`src/hw/lcd_port_defs.svh`:
```
// Constants for the LCD host bus port: pin codes, command codes, register map
`ifndef LCD_PORT_DEFS_SVH
`define LCD_PORT_DEFS_SVH

`define COL_W 7
`define PAGE_W 2
`define LINE_W 5
`define RAM_AW 9
`define COL_STOP 7'h50
`define PAGE_RESET 2'h3
`define LINE_RESET 5'h00
// Synchroniser reset holds the idle pin levels of the 68 style, so no false strobe edge follows reset
`define SYNC_IDLE 13'h1dff

// Command codes, compared on the upper bits only, except RMW, END and RESET on the whole byte
`define CMD_COL_TOP 1'h0
`define CMD_ONOFF_TOP 7'h57
`define CMD_LINE_TOP 3'h6
`define CMD_PAGE_TOP 6'h2e
`define CMD_ADC_TOP 7'h50
`define CMD_STATIC_TOP 7'h52
`define CMD_DUTY_TOP 7'h54
`define CMD_RMW 8'he0
`define CMD_END 8'hee
`define CMD_RESET 8'he2

// Register map (byte addresses)
`define REG_CTRL 4'h0
`define REG_STATUS 4'h4
`define REG_ADDR 4'h8
`define CTRL_BUSY 0
`define CTRL_INIT 1
`define AXI_OKAY 2'h0
`define AXI_SLVERR 2'h2

`endif

```
`src/hw/lcd_port_pkg.sv`:
```
// Types shared by the LCD host bus port
`default_nettype none
package lcd_port_pkg;
   typedef enum logic [2:0] {
      ST_IDLE = 3'b001,
      ST_ACCESS = 3'b010,
      ST_FETCH = 3'b100
   } access_state_t;
endpackage : lcd_port_pkg
`default_nettype wire

```
`src/hw/lcd_host_port.sv`:
```
// Parallel host bus port of a bit-map LCD driver with an AXI4-Lite control slave
`timescale 1ns/100ps
`default_nettype none
`include "lcd_port_defs.svh"
module lcd_host_port (
   input wire logic clk_sys, // System clock, 125 MHz
   input wire logic reset_n, // Asynchronous reset, active low
   input wire logic select_n, // Device select pin, high ignores every access except the reset command
   input wire logic register_select, // 1 display data, 0 status or command
   input wire logic dir_or_write_n, // 68 style read/write, 80 style write strobe low
   input wire logic strobe_or_read_n, // 68 style enable high, 80 style read strobe low
   input wire logic reset_level, // Level of the reset pin, sampled at reset command
   input wire logic [7:0] data_in, // Data lines as seen at the pins
   output logic [7:0] data_out, // Data driven onto the lines
   output logic data_oe, // High while the port drives the data lines
   input wire logic [3:0] s_axi_awaddr, // AXI write address
   input wire logic s_axi_awvalid, // AXI write address valid
   output logic s_axi_awready, // AXI write address ready
   input wire logic [31:0] s_axi_wdata, // AXI write data
   input wire logic [3:0] s_axi_wstrb, // AXI write strobes
   input wire logic s_axi_wvalid, // AXI write data valid
   output logic s_axi_wready, // AXI write data ready
   output logic [1:0] s_axi_bresp, // AXI write response
   output logic s_axi_bvalid, // AXI write response valid
   input wire logic s_axi_bready, // AXI write response ready
   input wire logic [3:0] s_axi_araddr, // AXI read address
   input wire logic s_axi_arvalid, // AXI read address valid
   output logic s_axi_arready, // AXI read address ready
   output logic [31:0] s_axi_rdata, // AXI read data
   output logic [1:0] s_axi_rresp, // AXI read response
   output logic s_axi_rvalid, // AXI read data valid
   input wire logic s_axi_rready // AXI read data ready
);
   // Pin synchronisers: first stage feeds only the second
   logic [12:0] sync_a_q, sync_b_q;
   always_ff @(posedge clk_sys or negedge reset_n) begin
      if (!reset_n) begin
         sync_a_q <= `SYNC_IDLE;
         sync_b_q <= `SYNC_IDLE;
      end else begin
         sync_a_q <= {select_n, register_select, dir_or_write_n, strobe_or_read_n, reset_level, data_in};
         sync_b_q <= sync_a_q;
      end
   end
   wire pin_sel_n = sync_b_q[12];
   wire pin_rs = sync_b_q[11];
   wire pin_dir = sync_b_q[10];
   wire pin_strb = sync_b_q[9];
   wire pin_level = sync_b_q[8];
   wire [7:0] pin_data = sync_b_q[7:0];
   logic style68_q, strobe_prev_q;
   lcd_port_pkg::access_state_t state_q;
   logic acc_rs_q, acc_read_q, acc_sel_q;
   logic [7:0] wbyte_q, holder_q, wpend_q;
   logic [`RAM_AW-1:0] pend_addr_q;
   logic [`COL_W-1:0] col_q, saved_col_q;
   logic [`PAGE_W-1:0] page_q;
   logic [`LINE_W-1:0] line_q;
   logic rmw_q, adc_q, disp_off_q, static_q, duty_q, pend_q;
   logic ctrl_busy_q, ctrl_init_q;
   wire strobe_act = style68_q ? pin_strb : (~pin_strb | ~pin_dir);
   wire dir_read = style68_q ? pin_dir : ~pin_strb;
   wire lead = strobe_act & ~strobe_prev_q;
   wire trail = ~strobe_act & strobe_prev_q & (state_q == lcd_port_pkg::ST_ACCESS);
   // access decode from latched select and direction
   wire data_rd = trail & acc_sel_q & acc_rs_q & acc_read_q;
   wire data_wr = trail & acc_sel_q & acc_rs_q & ~acc_read_q;
   wire cmd_any = trail & ~acc_rs_q & ~acc_read_q;
   // reset command is taken even while deselected
   wire cmd_reset = cmd_any & (wbyte_q == `CMD_RESET);
   wire cmd_wr = cmd_any & acc_sel_q;
   wire is_col = wbyte_q[7] == `CMD_COL_TOP;
   wire is_onoff = wbyte_q[7:1] == `CMD_ONOFF_TOP;
   wire is_line = wbyte_q[7:5] == `CMD_LINE_TOP;
   wire is_page = wbyte_q[7:2] == `CMD_PAGE_TOP;
   wire is_adc = wbyte_q[7:1] == `CMD_ADC_TOP;
   wire is_static = wbyte_q[7:1] == `CMD_STATIC_TOP;
   wire is_duty = wbyte_q[7:1] == `CMD_DUTY_TOP;
   wire is_rmw = wbyte_q == `CMD_RMW;
   wire is_end = wbyte_q == `CMD_END;
   wire [7:0] status_byte = {ctrl_busy_q, adc_q, disp_off_q, ctrl_init_q, 4'h0};
   // column stops at its limit, page untouched
   wire [`COL_W-1:0] col_inc = (col_q == `COL_STOP) ? col_q : col_q + 7'h01;
   // reads leave the column alone in read-modify-write
   wire col_step = data_wr | (data_rd & ~rmw_q);
   wire [`RAM_AW-1:0] cur_addr = {page_q, col_q};
   // commit previous held byte on this write
   wire ram_we = data_wr & pend_q;
   wire [7:0] ram_rdata;
   display_ram u_ram (
      .clk_sys(clk_sys),
      .we(ram_we),
      .waddr(pend_addr_q),
      .wdata(wpend_q),
      .raddr(cur_addr),
      .rdata(ram_rdata)
   );
   always_ff @(posedge clk_sys or negedge reset_n) begin
      if (!reset_n) begin
         state_q <= lcd_port_pkg::ST_IDLE;
         strobe_prev_q <= 1'b0;
         acc_rs_q <= 1'b0;
         acc_read_q <= 1'b0;
         acc_sel_q <= 1'b0;
         wbyte_q <= 8'h00;
         data_out <= 8'h00;
         data_oe <= 1'b0;
      end else begin
         strobe_prev_q <= strobe_act;
         if (strobe_act) begin
            wbyte_q <= pin_data;
         end
         case (state_q)
            lcd_port_pkg::ST_IDLE: begin
               if (lead) begin
                  state_q <= lcd_port_pkg::ST_ACCESS;
                  acc_rs_q <= pin_rs;
                  acc_read_q <= dir_read;
                  acc_sel_q <= ~pin_sel_n;
                  // data read answered from the holder at once, status read from the status byte
                  data_out <= pin_rs ? holder_q : status_byte;
                  // drive the data lines on selected reads
                  data_oe <= dir_read & ~pin_sel_n;
               end
            end
            lcd_port_pkg::ST_ACCESS: begin
               if (!strobe_act) begin
                  data_oe <= 1'b0;
                  state_q <= data_rd ? lcd_port_pkg::ST_FETCH : lcd_port_pkg::ST_IDLE;
               end
            end
            lcd_port_pkg::ST_FETCH: begin
               state_q <= lcd_port_pkg::ST_IDLE;
            end
            default: begin
               state_q <= lcd_port_pkg::ST_IDLE;
            end
         endcase
      end
   end
   // Holder, address counters and display modes
   always_ff @(posedge clk_sys or negedge reset_n) begin
      if (!reset_n) begin
         holder_q <= 8'h00;
         wpend_q <= 8'h00;
         pend_q <= 1'b0;
         pend_addr_q <= '0;
         col_q <= '0;
         saved_col_q <= '0;
         page_q <= `PAGE_RESET;
         line_q <= `LINE_RESET;
         rmw_q <= 1'b0;
         adc_q <= 1'b0;
         disp_off_q <= 1'b1;
         static_q <= 1'b0;
         duty_q <= 1'b0;
         style68_q <= 1'b1;
      end else begin
         // holder refills from RAM after each data read
         if (state_q == lcd_port_pkg::ST_FETCH) begin
            holder_q <= ram_rdata;
         end
         // new write byte waits in the holder
         if (data_wr) begin
            holder_q <= wbyte_q;
            wpend_q <= wbyte_q;
            pend_addr_q <= cur_addr;
            pend_q <= 1'b1;
         end
         if (col_step) begin
            col_q <= col_inc;
         end
         if (cmd_reset) begin
            // bus style taken from the reset pin
            style68_q <= pin_level;
            line_q <= `LINE_RESET;
            page_q <= `PAGE_RESET;
         end else if (cmd_wr) begin
            if (is_col && !rmw_q) begin
               col_q <= wbyte_q[`COL_W-1:0];
            end
            if (is_onoff) begin
               disp_off_q <= wbyte_q[0];
            end
            if (is_line) begin
               line_q <= wbyte_q[`LINE_W-1:0];
            end
            if (is_page) begin
               page_q <= wbyte_q[`PAGE_W-1:0];
            end
            if (is_adc) begin
               adc_q <= wbyte_q[0];
            end
            if (is_static) begin
               static_q <= wbyte_q[0];
            end
            if (is_duty) begin
               duty_q <= wbyte_q[0];
            end
            // save column on entry, restore at end
            if (is_rmw) begin
               rmw_q <= 1'b1;
               saved_col_q <= col_q;
            end
            if (is_end && rmw_q) begin
               rmw_q <= 1'b0;
               col_q <= saved_col_q;
            end
         end
      end
   end
   // AXI4-Lite slave
   logic aw_full_q, w_full_q;
   logic [3:0] awaddr_q, wstrb_q;
   logic [31:0] wdata_q;
   wire aw_take = s_axi_awvalid & s_axi_awready;
   wire w_take = s_axi_wvalid & s_axi_wready;
   wire ar_take = s_axi_arvalid & s_axi_arready;
   wire do_write = aw_full_q & w_full_q & ~s_axi_bvalid;
   wire aw_full_d = aw_take | (aw_full_q & ~do_write);
   wire w_full_d = w_take | (w_full_q & ~do_write);
   wire wr_ctrl = do_write & (awaddr_q == `REG_CTRL);
   wire wr_known = (awaddr_q == `REG_CTRL) | (awaddr_q == `REG_STATUS) | (awaddr_q == `REG_ADDR);
   wire rvalid_d = ar_take | (s_axi_rvalid & ~s_axi_rready);
   wire rd_ctrl = s_axi_araddr == `REG_CTRL;
   wire rd_status = s_axi_araddr == `REG_STATUS;
   wire rd_addr = s_axi_araddr == `REG_ADDR;
   wire [31:0] reg_ctrl = {30'h0000_0000, ctrl_init_q, ctrl_busy_q};
   wire [31:0] reg_status = {19'h0_0000, pend_q, duty_q, static_q, rmw_q, style68_q, status_byte};
   wire [31:0] reg_addr = {11'h000, line_q, 6'h00, page_q, 1'b0, col_q};
   wire [31:0] rd_mux = rd_ctrl ? reg_ctrl : rd_status ? reg_status : rd_addr ? reg_addr : 32'h0000_0000;
   always_ff @(posedge clk_sys or negedge reset_n) begin
      if (!reset_n) begin
         aw_full_q <= 1'b0;
         w_full_q <= 1'b0;
         awaddr_q <= 4'h0;
         wdata_q <= 32'h0000_0000;
         wstrb_q <= 4'h0;
         s_axi_awready <= 1'b0;
         s_axi_wready <= 1'b0;
         s_axi_bvalid <= 1'b0;
         s_axi_bresp <= `AXI_OKAY;
         s_axi_arready <= 1'b0;
         s_axi_rvalid <= 1'b0;
         s_axi_rdata <= 32'h0000_0000;
         s_axi_rresp <= `AXI_OKAY;
         ctrl_busy_q <= 1'b0;
         ctrl_init_q <= 1'b0;
      end else begin
         aw_full_q <= aw_full_d;
         w_full_q <= w_full_d;
         s_axi_awready <= ~aw_full_d;
         s_axi_wready <= ~w_full_d;
         s_axi_arready <= ~rvalid_d;
         s_axi_rvalid <= rvalid_d;
         if (aw_take) begin
            awaddr_q <= s_axi_awaddr;
         end
         if (w_take) begin
            wdata_q <= s_axi_wdata;
            wstrb_q <= s_axi_wstrb;
         end
         if (do_write) begin
            s_axi_bvalid <= 1'b1;
            s_axi_bresp <= wr_known ? `AXI_OKAY : `AXI_SLVERR;
         end else if (s_axi_bready) begin
            s_axi_bvalid <= 1'b0;
         end
         // software drives busy and init shown in status
         if (wr_ctrl && wstrb_q[0]) begin
            ctrl_busy_q <= wdata_q[`CTRL_BUSY];
            ctrl_init_q <= wdata_q[`CTRL_INIT];
         end
         if (ar_take) begin
            s_axi_rdata <= rd_mux;
            s_axi_rresp <= (rd_ctrl | rd_status | rd_addr) ? `AXI_OKAY : `AXI_SLVERR;
         end
      end
   end
endmodule : lcd_host_port
`default_nettype wire

```
`src/hw/display_ram.sv`:
```
// Display data RAM with registered read data
`timescale 1ns/100ps
`default_nettype none
`include "lcd_port_defs.svh"
module display_ram (
   input wire logic clk_sys, // System clock
   input wire logic we, // Write enable
   input wire logic [`RAM_AW-1:0] waddr, // Write address {page,column}
   input wire logic [7:0] wdata, // Write byte
   input wire logic [`RAM_AW-1:0] raddr, // Read address {page,column}
   output logic [7:0] rdata // Read byte, one cycle after raddr
);
   logic [7:0] mem [0:(1<<`RAM_AW)-1];
   // Contents are not reset: display data survive the port's reset
   always_ff @(posedge clk_sys) begin
      if (we) begin
         mem[waddr] <= wdata;
      end
      rdata <= mem[raddr];
   end
endmodule : display_ram
`default_nettype wire

```
`config.mk`:
```
export PLATFORM = sky130hd
export DESIGN_NAME = lcd_host_port
export DESIGN_NICKNAME = d
export VERILOG_FILES = /design/src/hw/lcd_port_pkg.sv /design/src/hw/lcd_host_port.sv /design/src/hw/display_ram.sv
export VERILOG_INCLUDE_DIRS = /design/src /design/src/hw
export SDC_FILE = /design/constraint.sdc
export NUM_CORES = 2
export LEC_CHECK = 0
export BUFFER_PORTS_ARGS = -buffer_cell sky130_fd_sc_hd__buf_2
export CAP_MARGIN = 20
export CORE_UTILIZATION = 40
export CTS_CLUSTER_DIAMETER = 150
export DETAILED_ROUTE_END_ITERATION = 6
export GPL_ROUTABILITY_DRIVEN = 0
export MAX_ROUTING_LAYER = met4
export SLEW_MARGIN = 30
export SYNTH_ARGS = -nofsm -noshare
export SYNTH_HDL_FRONTEND = slang
export SYNTH_SLANG_ARGS = --single-unit
```
`constraint.sdc`:
```
create_clock -name clk_sys -period 10.2 [get_ports clk_sys]
set_input_delay 1.53 -clock clk_sys [delete_from_list [all_inputs] [get_ports clk_sys]]
set_output_delay 1.53 -clock clk_sys [all_outputs]
set_load 0.1 [all_outputs]
```
* Yosys cells after proc, flatten, opt, wreduce, memory -nomap -nowiden
Memories as Yosys holds them, arrays and structs flattened. A register that Yosys moved wholly into a read port is not among the register bits.
Cells that the tools add are included.
** Cells by class
- Add/sub/neg operators :: 1
- Equality and inequality tests :: 19
- Multiplexer cells :: 35
- Bitwise operators :: 48
- Reduce and logical (&&, ||, !) cells :: 24
** Operators by type and width (count)
- two-way mux 21 bit :: 3
- two-way mux 7 bit :: 6
- equality test 7 bit, second input constant :: 5
- equality test 8 bit, second input constant :: 3
- two-way mux 8 bit :: 3
- bitwise AND 1 bit :: 23
- AND reduction 3 bit :: 7
- NOT 1 bit :: 16
- two-way mux 5 bit :: 3
- nonzero test 2 bit :: 7
- two-way mux 1 bit :: 10
- two-way mux 2 bit :: 5
- two-way mux 3 bit :: 3
- OR 1 bit :: 9
- equality test 4 x 3 -> 1 bit, second input constant :: 2
- equality test 4 bit, second input constant :: 2
- logical NOT 4 bit :: 2
- AND reduction 2 bit :: 4
- adder 7 x 1 -> 7 bit, second input constant :: 1
- equality test 3 bit, second input constant :: 2
- equality test 6 bit, second input constant :: 1
- case mux 3 bit (2 select lines) :: 1
- != test 2 bit, second input constant :: 2
- equality test 3 x 1 -> 1 bit, second input constant :: 1
- other kinds (4) :: 6
** Storage, ports and cells
- Bits in registers :: 155
- Bits in writable memories :: 4096
- Output and inout bits :: 50
- Logic and storage cells :: 167
- Memories kept :: 1
** Memory list
- u_ram.mem :: depth 512, bits a word 8, rd ports 1, clocked after Yosys merged registers in 1, wr ports 1, RTL line display_ram.sv:13 : logic [7:0] mem [0:(1<<`RAM_AW)-1];

* Depth between registers and ports, before layout
- Depth after elaboration :: 16
- Gate-level depth with buffers :: 15
- Gate-level depth less buffers :: 7

* Modules after synthesis
A second synthesis with hierarchy kept.
** Second synthesis, totals
- Cells, all modules :: 8555
- Area, all modules :: 165662.6 um^2
** Modules (own cells, without submodules)
- display_ram :: times used 1, cells an instance 8030, area each 159927.1 um^2, sequential area each 123158.1 um^2
- lcd_host_port :: times used 1, cells an instance 525, area each 5735.5 um^2, sequential area each 3514.6 um^2

* Worst setup path after synthesis
Ideal clock, no wire load.
- Path kind :: reg-to-reg
- Start point :: register wpend_q[0]
- End point :: memory u_ram.mem[0][0], data pin
- Data arrival time :: 6.064 ns
- Required time :: 8.796 ns
- Slack :: 2.731 ns
- Stages on the path, launching flop included :: 1
- Buffers on the path :: 0
- Period minus slack after synthesis :: 7.469 ns
- Cells stage by stage :: dfrtp_1
** RTL lines
- from (decl) :: RTL line lcd_host_port.sv:54 : logic [7:0] wbyte_q, holder_q, wpend_q;
- from (signal assigned) :: RTL line lcd_host_port.sv:166 : wpend_q <= wbyte_q;
- to (decl) :: RTL line display_ram.sv:13
No word-level cell before the write port.

==> impl_results.md <==
* Status: completed
* Multiplexer share of the synthesized area at 15.7%
* Worst slack at placement at between 4 and 5 ns
* Worst setup SP type: flop
* Ys flop type: edfxtp_1
* Dpl cells at 13,125
* Critical path class: flop to flop
* Post-synth cell types at 73
* Arrival @ worst endpoint at 6.30 ns
* Seq cells post-synth at ~4,200
* Postcts setup bufs at 0
* Total grt overflow at 0
* Area contributors post-synth: edfxtp_1 75%, mux4_2 14%, mux2i_1 1.9%
* Leak Pwr at about 0.065 uW
* Async S/R FF share, synth at 3.28%
* Starting Density at roughly two fifths
* Clock Skew at between 0.06 and 0.07 ns
* Inserted Clock Buffers at between 400 and 500
* Tot Pwr at between 30,000 and 40,000 uW
* Die footprint at 414,000 um2
* Area occupied by multi-input gates at 35,400 um2
* RSZ-0062 raised after global routing: no
* First DRT Iteration DRCs at 11,469
* First-pass GRT wire length at approximately 640,000 um
* Final setup violation count at 0
* PortBufs at 64
* ANT nets after route at 0
* GRT Total Usage at 22.5%
* Antenna violations before repair at 25
* Post-synth top cells: 4,096 x edfxtp_1, 994 x mux4_2, 559 x nor2_1
* Worst R2R Setup Slack at ~4.7 ns
* Routed Wire Length at 459,000 um
* Setup crit end: u_ram.rdata[3]
* WL per Instance at 33.0 um
* Mapped Cells at roughly 8,000
* Max VDD drop at between 0.1 and 0.15 mV
* Final Hold Slack at 0.352 ns
* Count of TritonRoute iterations in the first routing pass at 5
* Relative max-transition margin at ~22%
* Compound-cell area share of the yosys netlist at 2.39%
* Placed wire-length estimate at approximately 270,000 um
* Chip Height at about 640 um
* Vias in the first global route at ~82,000
* Largest area contributor in the netlist: edfxtp_1
* Worst skew pair latency at 1.00 ns
* # fillers at 34,309
* Num rows at around 240
* CORE AREA at between 400,000 and 500,000 um2
* Synth Cell Area at about 160,000 um2
* Fin nets at between 8,000 and 9,000
* CP Max Fanout at between 60 and 70
* Adder-cell share of the synthesized area at less than 1%
* Crit Reg-Reg Endpoint: u_ram.rdata[3]
* Io pins at around 110
* Simple-gate share of the synthesized area at 3.17%
* Reg2Reg Depth at 9
* H-tree depth at 5
* Longest Clk Path Bufs at 4
* Pins Over Slew Limit at 0
* Share of layout cells above drive strength 1 at between 20% and 30%
* Hold Vio Cnt, Final at 0
* Max-capacitance violation count at 0
* Area grow syn2layout at 12.4%
* Avg Inst Size Synth at 20.8 um2
* Hold wc startpoint: sync_a_q[9]
* Yosys top cell area share at 74.8%
* R2r startpoint: col_q[0]
* Via count at 82,665
* YS warnings at 0
* Tcrit/Tclk final at 53.7%
* Power Density at 193 nW/um2
* FMAX at 183 MHz
* Vias per cell at ~6
* Setup TNS at 0 ns
* Post-Layout Cell Count at approximately 14,000
* EDFF count, synth at 4,096
* Post-route DRC violation count at 0
* Crit path launch: col_q[0]
* Pin count of the biggest net entering global routing at ~220
* Sequential share of the synthesized area at 77.0%
* Count leader, synth: edfxtp_1
* CP Capture Type: flop
* XOR/XNOR Fraction of Synth Area at less than 1%
* PnR worst setup slack at ~4.7 ns
* CTS tree: done
* Die width at roughly 640 um
* Hold-fix buffers at CTS at 0
* Clock transition at path regs at roughly 0.07 ns
* Largest family of logic cells by synthesized area: multiplexers
* # resized after CTS at 0
* Reg area at approximately 130,000 um2
* Hold Path Class: flop to flop
* Post-layout min period at about 5.5 ns
* Worst slew pin tran at 1.17 ns
* WP data required at between 10 and 15 ns
* CTS root buf: clkbuf_16
* Clock sink count at approximately 4,200
final cells by class:
class                      instances  area share (%)
sequential                      4243            68.6
clock inverter                   242            1.27
timing repair buffer             264            1.23
tap                             5451            3.69
multi-input combinational       3154            19.2
clock buffer                     517            6.00
inverter                          21          0.0494
antenna                           20          0.0271
cells by family after synthesis:
kind of cell | Yosys count
AOI/OAI and AO/OA | 558
other | 1
and+or+nand+nor | 1246
buffers and inverters | 525
muxes | 1326
adders and majority gates | 2
xor gates and xnor gates | 6
DFF | 4243
worst min path at each step:
stage	end	slack, ns	cells after the start
2_1_floorplan	sync_b_q[9]	0.33	0
3_3_place_gp	sync_b_q[9]	0.35	0
3_5_place_dp	sync_b_q[9]	0.34	0
4_1_cts	sync_b_q[9]	0.36	0
5_1_grt	sync_b_q[4]	0.36	0
6_report	sync_b_q[9]	0.35	0
critical path, cell delays in order (launching register included):
cell,delay (ns)
dfrtp_4,0.92
buf_4,0.74
buf_12,0.50
mux4_2,0.61
a22oi_1,0.36
o22ai_1,0.14
a211oi_1,0.74
a22oi_1,0.19
o21ai_0,0.83
nand4_1,0.17
power by group:
part	switching [uW]	total, uW	internal (uW)
clock network	6600	15300	8740
registers	73.1	19000	19000
logic	842	1250	406
total	7510	35600	28100
cells in the final DEF (no fill, tap or decap), drive strengths merged, types with 29 or more instances in the layout:
cell / Yosys / final
edfxtp: 4096 / 4096
mux2i: 305 / 305
a221oi: 49 / 49
buf: 307 / 264
dfrtp: 110 / 110
nor2: 559 / 559
clkinv: 2 / 173
nand2: 453 / 453
inv: 19 / 32
nand3: 81 / 81
mux4: 994 / 994
a22oi: 113 / 113
a21oi: 67 / 67
bufinv: 0 / 41
clkbuf: 197 / 517
a31oi: 42 / 42
dfstp: 29 / 29
o21ai: 100 / 100
sequential cells by signal, indices dropped and copies added (netlist names), 8 cells and up:
signal,flops
data_out,8
wbyte_q,8
sync_b_q,13
holder_q,8
sync_a_q,13
u_ram.rdata,8
wpend_q,8
u_ram.mem,4096
pend_addr_q,9
s_axi_rdata,18
stage by stage:
step                      area [um2]  util (%)
after global placement        171000      41.8
after CTS                     185000      45.1
final                         185000      45.2
after floorplan               164000         -
after global routing          185000      45.2
after detailed placement      171000      41.8
routing by layer:
metal | track usage (%) | routed length (um) | vias up
met5 | - | 0 | -
met4 | 6.88 | 15400 | 0
met3 | 4.52 | 45300 | 709
met2 | 34.2 | 216000 | 4333
met1 | 30.7 | 183000 | 44657
li1 | - | - | 32966
No activity file was read; power rests on OpenSTA's default activity.
